--- src/shared/dram_host_pkg.sv ---
// Purpose: Constants and types for the 4K x 1 strobe-multiplexed DRAM host controller
// Assumes: 50 MHz clock; timing figures are the slowest speed grade
// Notes:   Times are kept in ns; cycle counts are derived from them
package dram_host_pkg;

    localparam int CLOCK_PERIOD_NS = 20;

    // Shortest whole count of cycles covering ns, never below one
    function automatic int ns_min_cycles(input int ns);
        int c;
        c = (ns + CLOCK_PERIOD_NS - 1) / CLOCK_PERIOD_NS;
        return (c < 1) ? 1 : c;
    endfunction : ns_min_cycles

    // Longest whole count of cycles within ns, never below one
    function automatic int ns_max_cycles(input int ns);
        int c;
        c = ns / CLOCK_PERIOD_NS;
        return (c < 1) ? 1 : c;
    endfunction : ns_max_cycles

    function automatic int max_int(input int a, input int b);
        return (a > b) ? a : b;
    endfunction : max_int

    localparam int ADDR_W      = 12;
    localparam int HALF_ADDR_W = 6;
    localparam int ROW_COUNT   = 64;
    localparam int STEP_W      = 8;

    // Device timing, ns
    localparam int ROW_TO_COLUMN_LEAD_TIME_NS      = 110;
    localparam int ROW_TO_COLUMN_LEAD_MAX_NS       = 2000;
    localparam int ACCESS_FROM_ROW_STROBE_NS       = 350;
    localparam int ACCESS_FROM_COLUMN_STROBE_NS    = 200;
    localparam int ROW_PRECHARGE_TIME_NS           = 150;
    localparam int RANDOM_CYCLE_TIME_NS            = 500;
    localparam int READ_MODIFY_WRITE_CYCLE_TIME_NS = 700;
    localparam int COLUMN_PULSE_NS                 = 200;
    localparam int ROW_PULSE_NS                    = 350;
    localparam int ROW_HOLD_NS                     = 200;
    localparam int COLUMN_HOLD_NS                  = 350;
    localparam int READ_COMMAND_HOLD_NS            = 80;
    localparam int WRITE_PULSE_NS                  = 200;
    localparam int RMW_COLUMN_PULSE_NS             = 400;
    localparam int RMW_ROW_PULSE_NS                = 550;
    localparam int RMW_COLUMN_HOLD_NS              = 550;
    localparam int STROBE_TRAILING_EDGE_SKEW_NS    = 50;
    localparam int REFRESH_TIME_NS                 = 2000000;

    // Derived counts, in cycles after the row strobe falls
    localparam int LEAD_CYC      = ns_min_cycles(ROW_TO_COLUMN_LEAD_TIME_NS);
    localparam int LEAD_MAX_CYC  = ns_max_cycles(ROW_TO_COLUMN_LEAD_MAX_NS);
    localparam int SKEW_MAX_CYC  = ns_max_cycles(STROBE_TRAILING_EDGE_SKEW_NS);
    localparam int TRANSITION_CYC = 1;
    localparam int COL_ADDR_AT   = LEAD_CYC - 1;
    localparam int COL_FALL_AT   = LEAD_CYC;
    localparam int SAMPLE_AT     = max_int(ns_min_cycles(ACCESS_FROM_ROW_STROBE_NS),
        COL_FALL_AT + ns_min_cycles(ACCESS_FROM_COLUMN_STROBE_NS)) + TRANSITION_CYC;
    localparam int RW_END_AT     = max_int(max_int(ns_min_cycles(ROW_PULSE_NS),
        COL_FALL_AT + ns_min_cycles(ROW_HOLD_NS)),
        max_int(max_int(ns_min_cycles(COLUMN_HOLD_NS),
        COL_FALL_AT + ns_min_cycles(COLUMN_PULSE_NS)), SAMPLE_AT + 1));
    localparam int WE_FALL_AT    = SAMPLE_AT + 1;
    localparam int RMW_END_AT    = max_int(max_int(ns_min_cycles(RMW_ROW_PULSE_NS),
        COL_FALL_AT + ns_min_cycles(RMW_COLUMN_PULSE_NS)),
        max_int(ns_min_cycles(RMW_COLUMN_HOLD_NS), WE_FALL_AT + ns_min_cycles(WRITE_PULSE_NS)));
    localparam int RW_TOTAL      = max_int(RW_END_AT + ns_min_cycles(ROW_PRECHARGE_TIME_NS),
        ns_min_cycles(RANDOM_CYCLE_TIME_NS));
    localparam int RMW_TOTAL     = max_int(RMW_END_AT + ns_min_cycles(ROW_PRECHARGE_TIME_NS),
        ns_min_cycles(READ_MODIFY_WRITE_CYCLE_TIME_NS));
    // Leave room for one cycle in progress plus the idle and setup cycles
    localparam int REFRESH_ROW_INTERVAL_CYCLES =
        ns_max_cycles(REFRESH_TIME_NS / ROW_COUNT) - RMW_TOTAL - 2;

    localparam logic [STEP_W-1:0] STEP_COL_ADDR  = STEP_W'(COL_ADDR_AT);
    localparam logic [STEP_W-1:0] STEP_COL_FALL  = STEP_W'(COL_FALL_AT);
    localparam logic [STEP_W-1:0] STEP_SAMPLE    = STEP_W'(SAMPLE_AT);
    localparam logic [STEP_W-1:0] STEP_WE_FALL   = STEP_W'(WE_FALL_AT);
    localparam logic [STEP_W-1:0] STEP_RW_END    = STEP_W'(RW_END_AT);
    localparam logic [STEP_W-1:0] STEP_RMW_END   = STEP_W'(RMW_END_AT);
    localparam logic [STEP_W-1:0] STEP_SKEW      = STEP_W'(TRANSITION_CYC);
    localparam logic [STEP_W-1:0] STEP_RW_LAST   = STEP_W'(RW_TOTAL - 1);
    localparam logic [STEP_W-1:0] STEP_RMW_LAST  = STEP_W'(RMW_TOTAL - 1);

    typedef enum logic [1:0] {OP_READ, OP_WRITE, OP_RMW, OP_REFRESH} op_t;
    typedef enum logic [1:0] {ST_IDLE, ST_SETUP, ST_CYCLE} state_t;

endpackage : dram_host_pkg

--- src/dram_refresh_timer.sv ---
// Purpose: Paces row refresh and walks the six-bit refresh row counter
// Assumes: Controller grants one refresh cycle per pending request
// Notes:   A tick in the grant cycle keeps the request pending
`timescale 1ns/100ps
`default_nettype none
module dram_refresh_timer
    import dram_host_pkg::*;
#(
    parameter int INTERVAL_CYCLES = REFRESH_ROW_INTERVAL_CYCLES,
    parameter int ROW_W           = HALF_ADDR_W
) (
    input  wire logic             i_clock,
    input  wire logic             i_rst,
    input  wire logic             i_grant,
    output logic                  o_pending,
    output logic [ROW_W-1:0]      o_row
);
    logic [31:0] count;
    wire         tick = (count == 32'(INTERVAL_CYCLES - 1));

    always_ff @(posedge i_clock or posedge i_rst) begin
        if (i_rst) begin
            count <= '0;
        end else begin
            count <= tick ? '0 : count + 32'd1;
        end
    end

    // Set wins over the grant so no interval is lost
    always_ff @(posedge i_clock or posedge i_rst) begin
        if (i_rst) begin
            o_pending <= 1'b0;
            o_row     <= '0;
        end else begin
            o_pending <= tick | (o_pending & ~i_grant);
            if (i_grant) begin
                o_row <= o_row + ROW_W'(1);
            end
        end
    end
endmodule : dram_refresh_timer
`default_nettype wire

--- src/dram_host_controller.sv ---
// Purpose: Host-side controller driving a 4K x 1 DRAM by row and column strobes
// Assumes: i_data_out is the device output already resolved and synchronous
// Notes:   One access at a time; refresh has priority over user requests
//
// How it works
// - Row strobe falls with row address bits stable; selects one of 64 rows.
// - Column strobe falls with column address bits and chip select stable.
// - Each cycle presents row bits first, then lowers the row strobe.
// - Chip select need only be valid when the column strobe falls.
// - Reads keep write enable high throughout the column strobe low time.
// - Read data sampled after the longer of the two access paths.
// - Column strobe falls no sooner than 110 ns, no later than 2000 ns.
// - Column strobe rises 0 to 50 ns after the row strobe rises.
// - Successive read or write cycles spaced at least 500 ns.
// - Read-modify-write cycles last at least 700 ns.
// - Every write enable low pulse lasts at least 200 ns.
// - Reads keep write enable high 80 ns after column strobe rises.
// - All 64 rows refreshed within 2 ms; any cycle refreshes its row.
// - Strobe pulse widths and row precharge always met before the next cycle.
// - Write enable drops before column strobe in writes, after the read sample in read-modify-write; data valid by then.
`timescale 1ns/100ps
`default_nettype none
module dram_host_controller
    import dram_host_pkg::*;
#(
    parameter int REFRESH_INTERVAL_CYCLES = REFRESH_ROW_INTERVAL_CYCLES
) (
    input  wire logic                   i_clock,
    input  wire logic                   i_rst,
    input  wire logic                   i_req,
    input  wire logic                   i_write,
    input  wire logic                   i_rmw,
    input  wire logic [ADDR_W-1:0]      i_addr,
    input  wire logic                   i_wdata,
    output logic                        o_ready,
    output logic                        o_rdata,
    output logic                        o_rdata_valid,
    output logic                        o_done,
    output logic                        o_row_strobe_n,
    output logic                        o_column_strobe_n,
    output logic                        o_chip_select_n,
    output logic                        o_write_enable_n,
    output logic [HALF_ADDR_W-1:0]      o_mem_address,
    output logic                        o_data_in,
    input  wire logic                   i_data_out
);
    // Operation returns read data
    function automatic logic op_reads(input op_t op);
        return (op == OP_READ) || (op == OP_RMW);
    endfunction : op_reads

    state_t                  state;
    op_t                     op;
    logic [STEP_W-1:0]       step;
    logic [HALF_ADDR_W-1:0]  row_bits;
    logic [HALF_ADDR_W-1:0]  column_bits;

    logic                    refresh_pending;
    logic [HALF_ADDR_W-1:0]  refresh_row;

    // Arbitration: refresh first, user only when no refresh waits
    wire take_refresh = (state == ST_IDLE) && refresh_pending;
    wire take_user    = (state == ST_IDLE) && !refresh_pending && i_req;
    assign o_ready    = (state == ST_IDLE) && !refresh_pending;

    wire op_t next_op = take_refresh ? OP_REFRESH :
                        i_rmw        ? OP_RMW :
                        i_write      ? OP_WRITE : OP_READ;

    // Per-operation end of the strobe low time and last step of the cycle
    wire [STEP_W-1:0] end_step  = (op == OP_RMW) ? STEP_RMW_END : STEP_RW_END;
    wire [STEP_W-1:0] last_step = (op == OP_RMW) ? STEP_RMW_LAST : STEP_RW_LAST;
    wire              cycle_end = (state == ST_CYCLE) && (step == last_step);

    wire state_t next_state = (state == ST_IDLE)  ? ((take_refresh || take_user) ? ST_SETUP
                                                                                 : ST_IDLE) :
                              (state == ST_SETUP) ? ST_CYCLE :
                              cycle_end           ? ST_IDLE : ST_CYCLE;
    wire [STEP_W-1:0] next_step = (state == ST_SETUP) ? '0 : step + STEP_W'(1);
    wire              in_cycle  = (next_state == ST_CYCLE);

    // Pin levels for the coming cycle, all timed from the row strobe fall
    wire next_row_low    = in_cycle && (next_step < end_step);
    wire col_phase       = in_cycle && (next_step >= STEP_COL_ADDR);
    wire next_column_low = in_cycle && (next_step >= STEP_COL_FALL)
                           && (next_step < end_step + STEP_SKEW);
    wire write_window    = (op == OP_WRITE) ? (next_step >= STEP_COL_ADDR) :
                           (op == OP_RMW)   ? (next_step >= STEP_WE_FALL) : 1'b0;
    // Reads never lower write enable, so its hold after the column strobe is free
    wire next_we_low     = in_cycle && write_window && (next_step < end_step);
    // Refresh keeps the device deselected so no cell is disturbed
    wire next_select_low = col_phase && (op != OP_REFRESH);

    wire [HALF_ADDR_W-1:0] user_row = i_addr[HALF_ADDR_W-1:0];
    wire [HALF_ADDR_W-1:0] next_address =
        (state == ST_IDLE) ? (take_refresh ? refresh_row : user_row) :
        col_phase          ? column_bits : row_bits;

    wire sample_now = (state == ST_CYCLE) && (step == STEP_SAMPLE) && op_reads(op);

    always_ff @(posedge i_clock or posedge i_rst) begin
        if (i_rst) begin
            state <= ST_IDLE;
            step  <= '0;
        end else begin
            state <= next_state;
            step  <= next_step;
        end
    end

    // Request capture; held stable for the whole cycle
    always_ff @(posedge i_clock or posedge i_rst) begin
        if (i_rst) begin
            op          <= OP_READ;
            row_bits    <= '0;
            column_bits <= '0;
            o_data_in   <= 1'b0;
        end else if (take_refresh || take_user) begin
            op          <= next_op;
            row_bits    <= take_refresh ? refresh_row : user_row;
            column_bits <= take_refresh ? '0 : i_addr[ADDR_W-1:HALF_ADDR_W];
            o_data_in   <= take_refresh ? 1'b0 : i_wdata;
        end
    end

    // Strobes idle high; registered so the pins never glitch
    always_ff @(posedge i_clock or posedge i_rst) begin
        if (i_rst) begin
            o_row_strobe_n    <= 1'b1;
            o_column_strobe_n <= 1'b1;
            o_chip_select_n   <= 1'b1;
            o_write_enable_n  <= 1'b1;
            o_mem_address     <= '0;
        end else begin
            o_row_strobe_n    <= !next_row_low;
            o_column_strobe_n <= !next_column_low;
            o_chip_select_n   <= !next_select_low;
            o_write_enable_n  <= !next_we_low;
            o_mem_address     <= next_address;
        end
    end

    // Writes and refreshes return nothing, since the output is undefined then
    always_ff @(posedge i_clock or posedge i_rst) begin
        if (i_rst) begin
            o_rdata       <= 1'b0;
            o_rdata_valid <= 1'b0;
            o_done        <= 1'b0;
        end else begin
            o_rdata_valid <= sample_now;
            o_done        <= cycle_end && (op != OP_REFRESH);
            if (sample_now) begin
                o_rdata <= i_data_out;
            end
        end
    end

    dram_refresh_timer #(
        .INTERVAL_CYCLES (REFRESH_INTERVAL_CYCLES),
        .ROW_W           (HALF_ADDR_W)
    ) u_refresh (
        .i_clock   (i_clock),
        .i_rst     (i_rst),
        .i_grant   (take_refresh),
        .o_pending (refresh_pending),
        .o_row     (refresh_row)
    );
endmodule : dram_host_controller
`default_nettype wire

--- config.mk ---
export PLATFORM = sky130hd
export DESIGN_NAME = dram_host_controller
export DESIGN_NICKNAME = d
export VERILOG_FILES = /design/src/shared/dram_host_pkg.sv /design/src/dram_refresh_timer.sv /design/src/dram_host_controller.sv
export SDC_FILE = /design/constraint.sdc
export NUM_CORES = 1
export LEC_CHECK = 0
export ABC_CLOCK_PERIOD_IN_PS = 2500
export BUFFER_PORTS_ARGS = -buffer_cell sky130_fd_sc_hd__buf_4
export CAP_MARGIN = 10
export CELL_PAD_IN_SITES_DETAIL_PLACEMENT = 1
export CELL_PAD_IN_SITES_GLOBAL_PLACEMENT = 1
export CORE_MARGIN = 4
export CORE_UTILIZATION = 47
export DETAILED_ROUTE_END_ITERATION = 10
export PLACE_DENSITY_LB_ADDON = 0.15
export SLEW_MARGIN = 20
export SYNTH_ARGS = -nofsm -noshare
export SYNTH_HDL_FRONTEND = slang
export SYNTH_HIERARCHICAL = 1
export SYNTH_SLANG_ARGS = --single-unit
--- constraint.sdc ---
create_clock -name i_clock -period 2.5 [get_ports i_clock]
set_input_delay 0.125 -clock i_clock [delete_from_list [all_inputs] [get_ports i_clock]]
set_output_delay 0.125 -clock i_clock [all_outputs]
set_load 0.03 [all_outputs]
==> qor.txt <==
status -> complete, no violations
hold violation total from the final report -> 0
hold buffer count at cts -> 5
fraction of the mapped netlist area in simple logic gates -> 0.2235
number of instances in the synthesized netlist -> 364
proportion of synthesized area in mux cells -> 0.04117
main combinational cell family by area after synthesis -> simple AND/OR/NAND/NOR gates
worst path setup slack after routing -> 0.4308 ns
Worst Skew -> 0.009412 ns
antenna violations before repair -> 0
Highest Clock Rate -> 0.4833 GHz
Gates resized, CTS repair -> 0
average wire length per cell after detail routing -> 17.75 um
ys flop type -> sky130_fd_sc_hd__dfrtp_1
Avg Inst Size Synth -> 10.69 um2
Num CTS Buffers -> 9
Via-to-Cell Ratio -> 5.610
share of the yosys chip area belonging to registers -> 0.4966
setup repair after global routing missed its margin -> false
Crit. End Element -> flip-flop
count of routing violations after the opening detailed-route iteration -> 112
synthesized-area fraction occupied by ao, oa, aoi and oai cells -> 0.09714
final core utilization -> 0.5782
Placed Cells -> 497
Area after DPL -> 4263 um2
global placer's final weighted congestion -> 0.7890
critical path class -> reg -> reg
Clock H-tree levels -> 3
post-route DRC violation count -> 0
number of max-cap violations -> 0
antenna viol nets, final -> 0
via count of the first global-routing pass -> 3258
most common cell after layout, fill and taps aside -> sky130_fd_sc_hd__dfrtp_1
number of enable-type register cells in the synthesized netlist -> 0
Synth warnings -> 6
proportion of power drawn by the clock network -> 0.242
area taken by flip-flops and latches -> 1932 um2
relative max-transition margin -> 0.6462
xor-xnor portion of the synthesized cell area -> 0.09231
core footprint -> 7888 um2
Worst Tran Pin Value -> 0.5259 ns
quantity of I/O buffers inserted on ports -> 33
worst endpoint data arrival time -> 2.34 ns
most frequent cells in the layout -> sky130_fd_sc_hd__dfrtp_1, sky130_fd_sc_hd__nand2_1, sky130_fd_sc_hd__buf_4, sky130_fd_sc_hd__nor2_1, sky130_fd_sc_hd__xor2_1
Diodes inserted -> 0
endpoints failing setup -> 0
total wire length after detailed routing -> 9192 um
Clock Pin Slew Worst Setup and Hold Paths -> 0.08 ns
multi-input combinational cell area -> 1854 um2
width of the die -> 98.98 um
pre-CTS setup slack -> 0.5113 ns
switching pwr -> 0.001774 W
required time reported for the critical path endpoint -> 2.77 ns
switching share of power -> 0.3723
Async SR Flop Fraction -> 1.000
starting density of the core -> 0.4932
power density of the placed cells -> 1045 nW/um2
worst-case clock buffer depth -> 2
max-slew violation count -> 0
logic gate share of total power -> 0.386
full die area -> 9796 um2
estimated wirelength of the detail-placed design -> 6448 um
leakage power total -> 2.121 nW
Post CTS Setup Buffer Count -> 0
proportion of power drawn by flip-flops and latches -> 0.372
non-filler cells in the finished layout -> 518
number of placement rows -> 32
number of top-level pins -> 34
Max FO, Critical Path -> 8
final design area excluding fillers -> 4561 um2
net count of the mapped netlist -> 390
post-route clock period utilization -> 0.8277
total gr overflow -> 0
TritonCTS clock tree -> built
Post-Synth Adder-Cell Area -> 0.02252
mapped cell area -> 3890 um2
total of flip-flops plus latches after synthesis -> 77
synthesis-to-layout area growth -> 17.24%
global-route wire length before repair -> 16300 um
Final min period -> 2.069 ns
clock insertion delay at the later pin of the skew report -> 0.35 ns
layout cells sized above 1 -> 0.2115
class of the most critical hold timing path -> in -> reg
reg2reg setup slack -> 0.43 ns
Die Y -> 98.98 um
1st-pass router iterations -> 4
design internal power -> 0.002991 W
clock root cell -> sky130_fd_sc_hd__clkbuf_8
Fin Setup TNS -> 0 ns
highest ir drop seen on vdd -> 0.3430 mV
Yosys cell types -> 53
net count of the finished layout -> 437
largest net degree at the start of global routing -> 40
total track usage -> 0.2062
number of sinks on the clock net -> 77
detailed-route via count -> 2906
final-layout fill cell count -> 863
CP startpoint kind -> flip-flop
## Yosys cell counts (all sizes together) (4+ instances only)
master  count  area, um2
and3        4      25.02
nand2b      4      25.02
xnor2      16      140.1
o21ai       8      40.03
nor2       31      118.9
dfstp       4      105.1
buf         5      40.04
xor2       25      219.0
nand3      17      85.08
a21oi      10      61.31
mux2        8      90.09
inv        13      48.80
mux2i       7      70.07
and4        9      83.83
dfrtp      73       1827
o211ai     14      148.9
clkbuf      4      15.01
nor3        5      25.02
nor4       13      108.9
nand2      41      153.9
and2        9      56.30
ha          7      87.58
nand4      12      90.09
## final cells by class
class | count | share of cell area
Sequential cell | 77 | 0.4236
Multi-Input combinational cell | 265 | 0.4066
Timing Repair Buffer | 45 | 0.07682
Clock buffer | 10 | 0.03018
Tap cell | 102 | 0.02798
Clock inverter | 6 | 0.02414
Inverter | 13 | 0.01070
## power by group through the flow
stage / Combinational (W) / Clock [W] / Sequential, W
3_5_place_dp: 0.00182 / 0 / 0.00180
6_report: 0.00184 / 0.00115 / 0.00177
2_1_floorplan: 0.00129 / 0 / 0.00192
3_3_place_gp: 0.00177 / 0 / 0.00178
4_1_cts: 0.00185 / 0.00119 / 0.00178
5_1_grt: 0.00205 / 0.00125 / 0.00182
## metal layers
layer / GRT usage / vias up / share of wire
met2: 0.3667 / 35 / 0.53
met1: 0.2537 / 1481 / 0.43
met3: 0.04246 / 10 / 0.028
met4: 0.05462 / 0 / 0.0099
li1: - / 1380 / -
met5: 0 / - / 0
## registers in the layout (all words and copies together) (netlist names)
register	cells
column_bits	6
o_chip_select_n	1
o_column_strobe_n	1
o_data_in	1
o_done	1
o_mem_address	6
o_rdata	1
o_rdata_valid	1
o_row_strobe_n	1
o_write_enable_n	1
op	2
row_bits	6
state	2
step	8
u_refresh/count	32
u_refresh/o_pending	1
u_refresh/o_row	6
## worst paths after layout
check	from	end	cells after the start
max in group asynchronous	i_rst	o_chip_select_n	4
worst min-delay path	i_addr[7]	column_bits[1]	3
worst min register to register	u_refresh/count[31]	u_refresh/count[31]	1
min in group asynchronous	i_rst	u_refresh/count[25]	4
worst max-delay path	step[0]	o_mem_address[0]	6
worst max register to register	step[0]	o_mem_address[0]	6
## critical path, stage by stage, from the launching register on
cell,delay (ns)
sky130_fd_sc_hd__dfrtp_1,0.45
sky130_fd_sc_hd__ha_1,0.27
sky130_fd_sc_hd__nand3_1,0.14
sky130_fd_sc_hd__xor2_1,0.27
sky130_fd_sc_hd__nand3_1,0.31
sky130_fd_sc_hd__o211a_4,0.38
sky130_fd_sc_hd__o211ai_2,0.17
## logic make-up after synthesis
group	Yosys count
and+or+nand+nor	157
DFF	77
AOI/OAI and AO/OA	45
xor gates and xnor gates	41
buffers and inverters	22
muxes	15
adders and majority gates	7
## through the flow
| step | total power (W) | hold slack [ns] |
|---|---|---|
| 6_report | 0.004766 | 0.008501 |
| 5_1_grt | 0.005113 | 0.01301 |
| 4_1_cts | 0.004819 | 0.0004384 |
| 3_5_place_dp | 0.003623 | 0.2913 |
| 3_3_place_gp | 0.003555 | 0.2868 |
| 2_1_floorplan | 0.003211 | 0.2475 |
No activity file was read; power rests on OpenSTA's default activity.
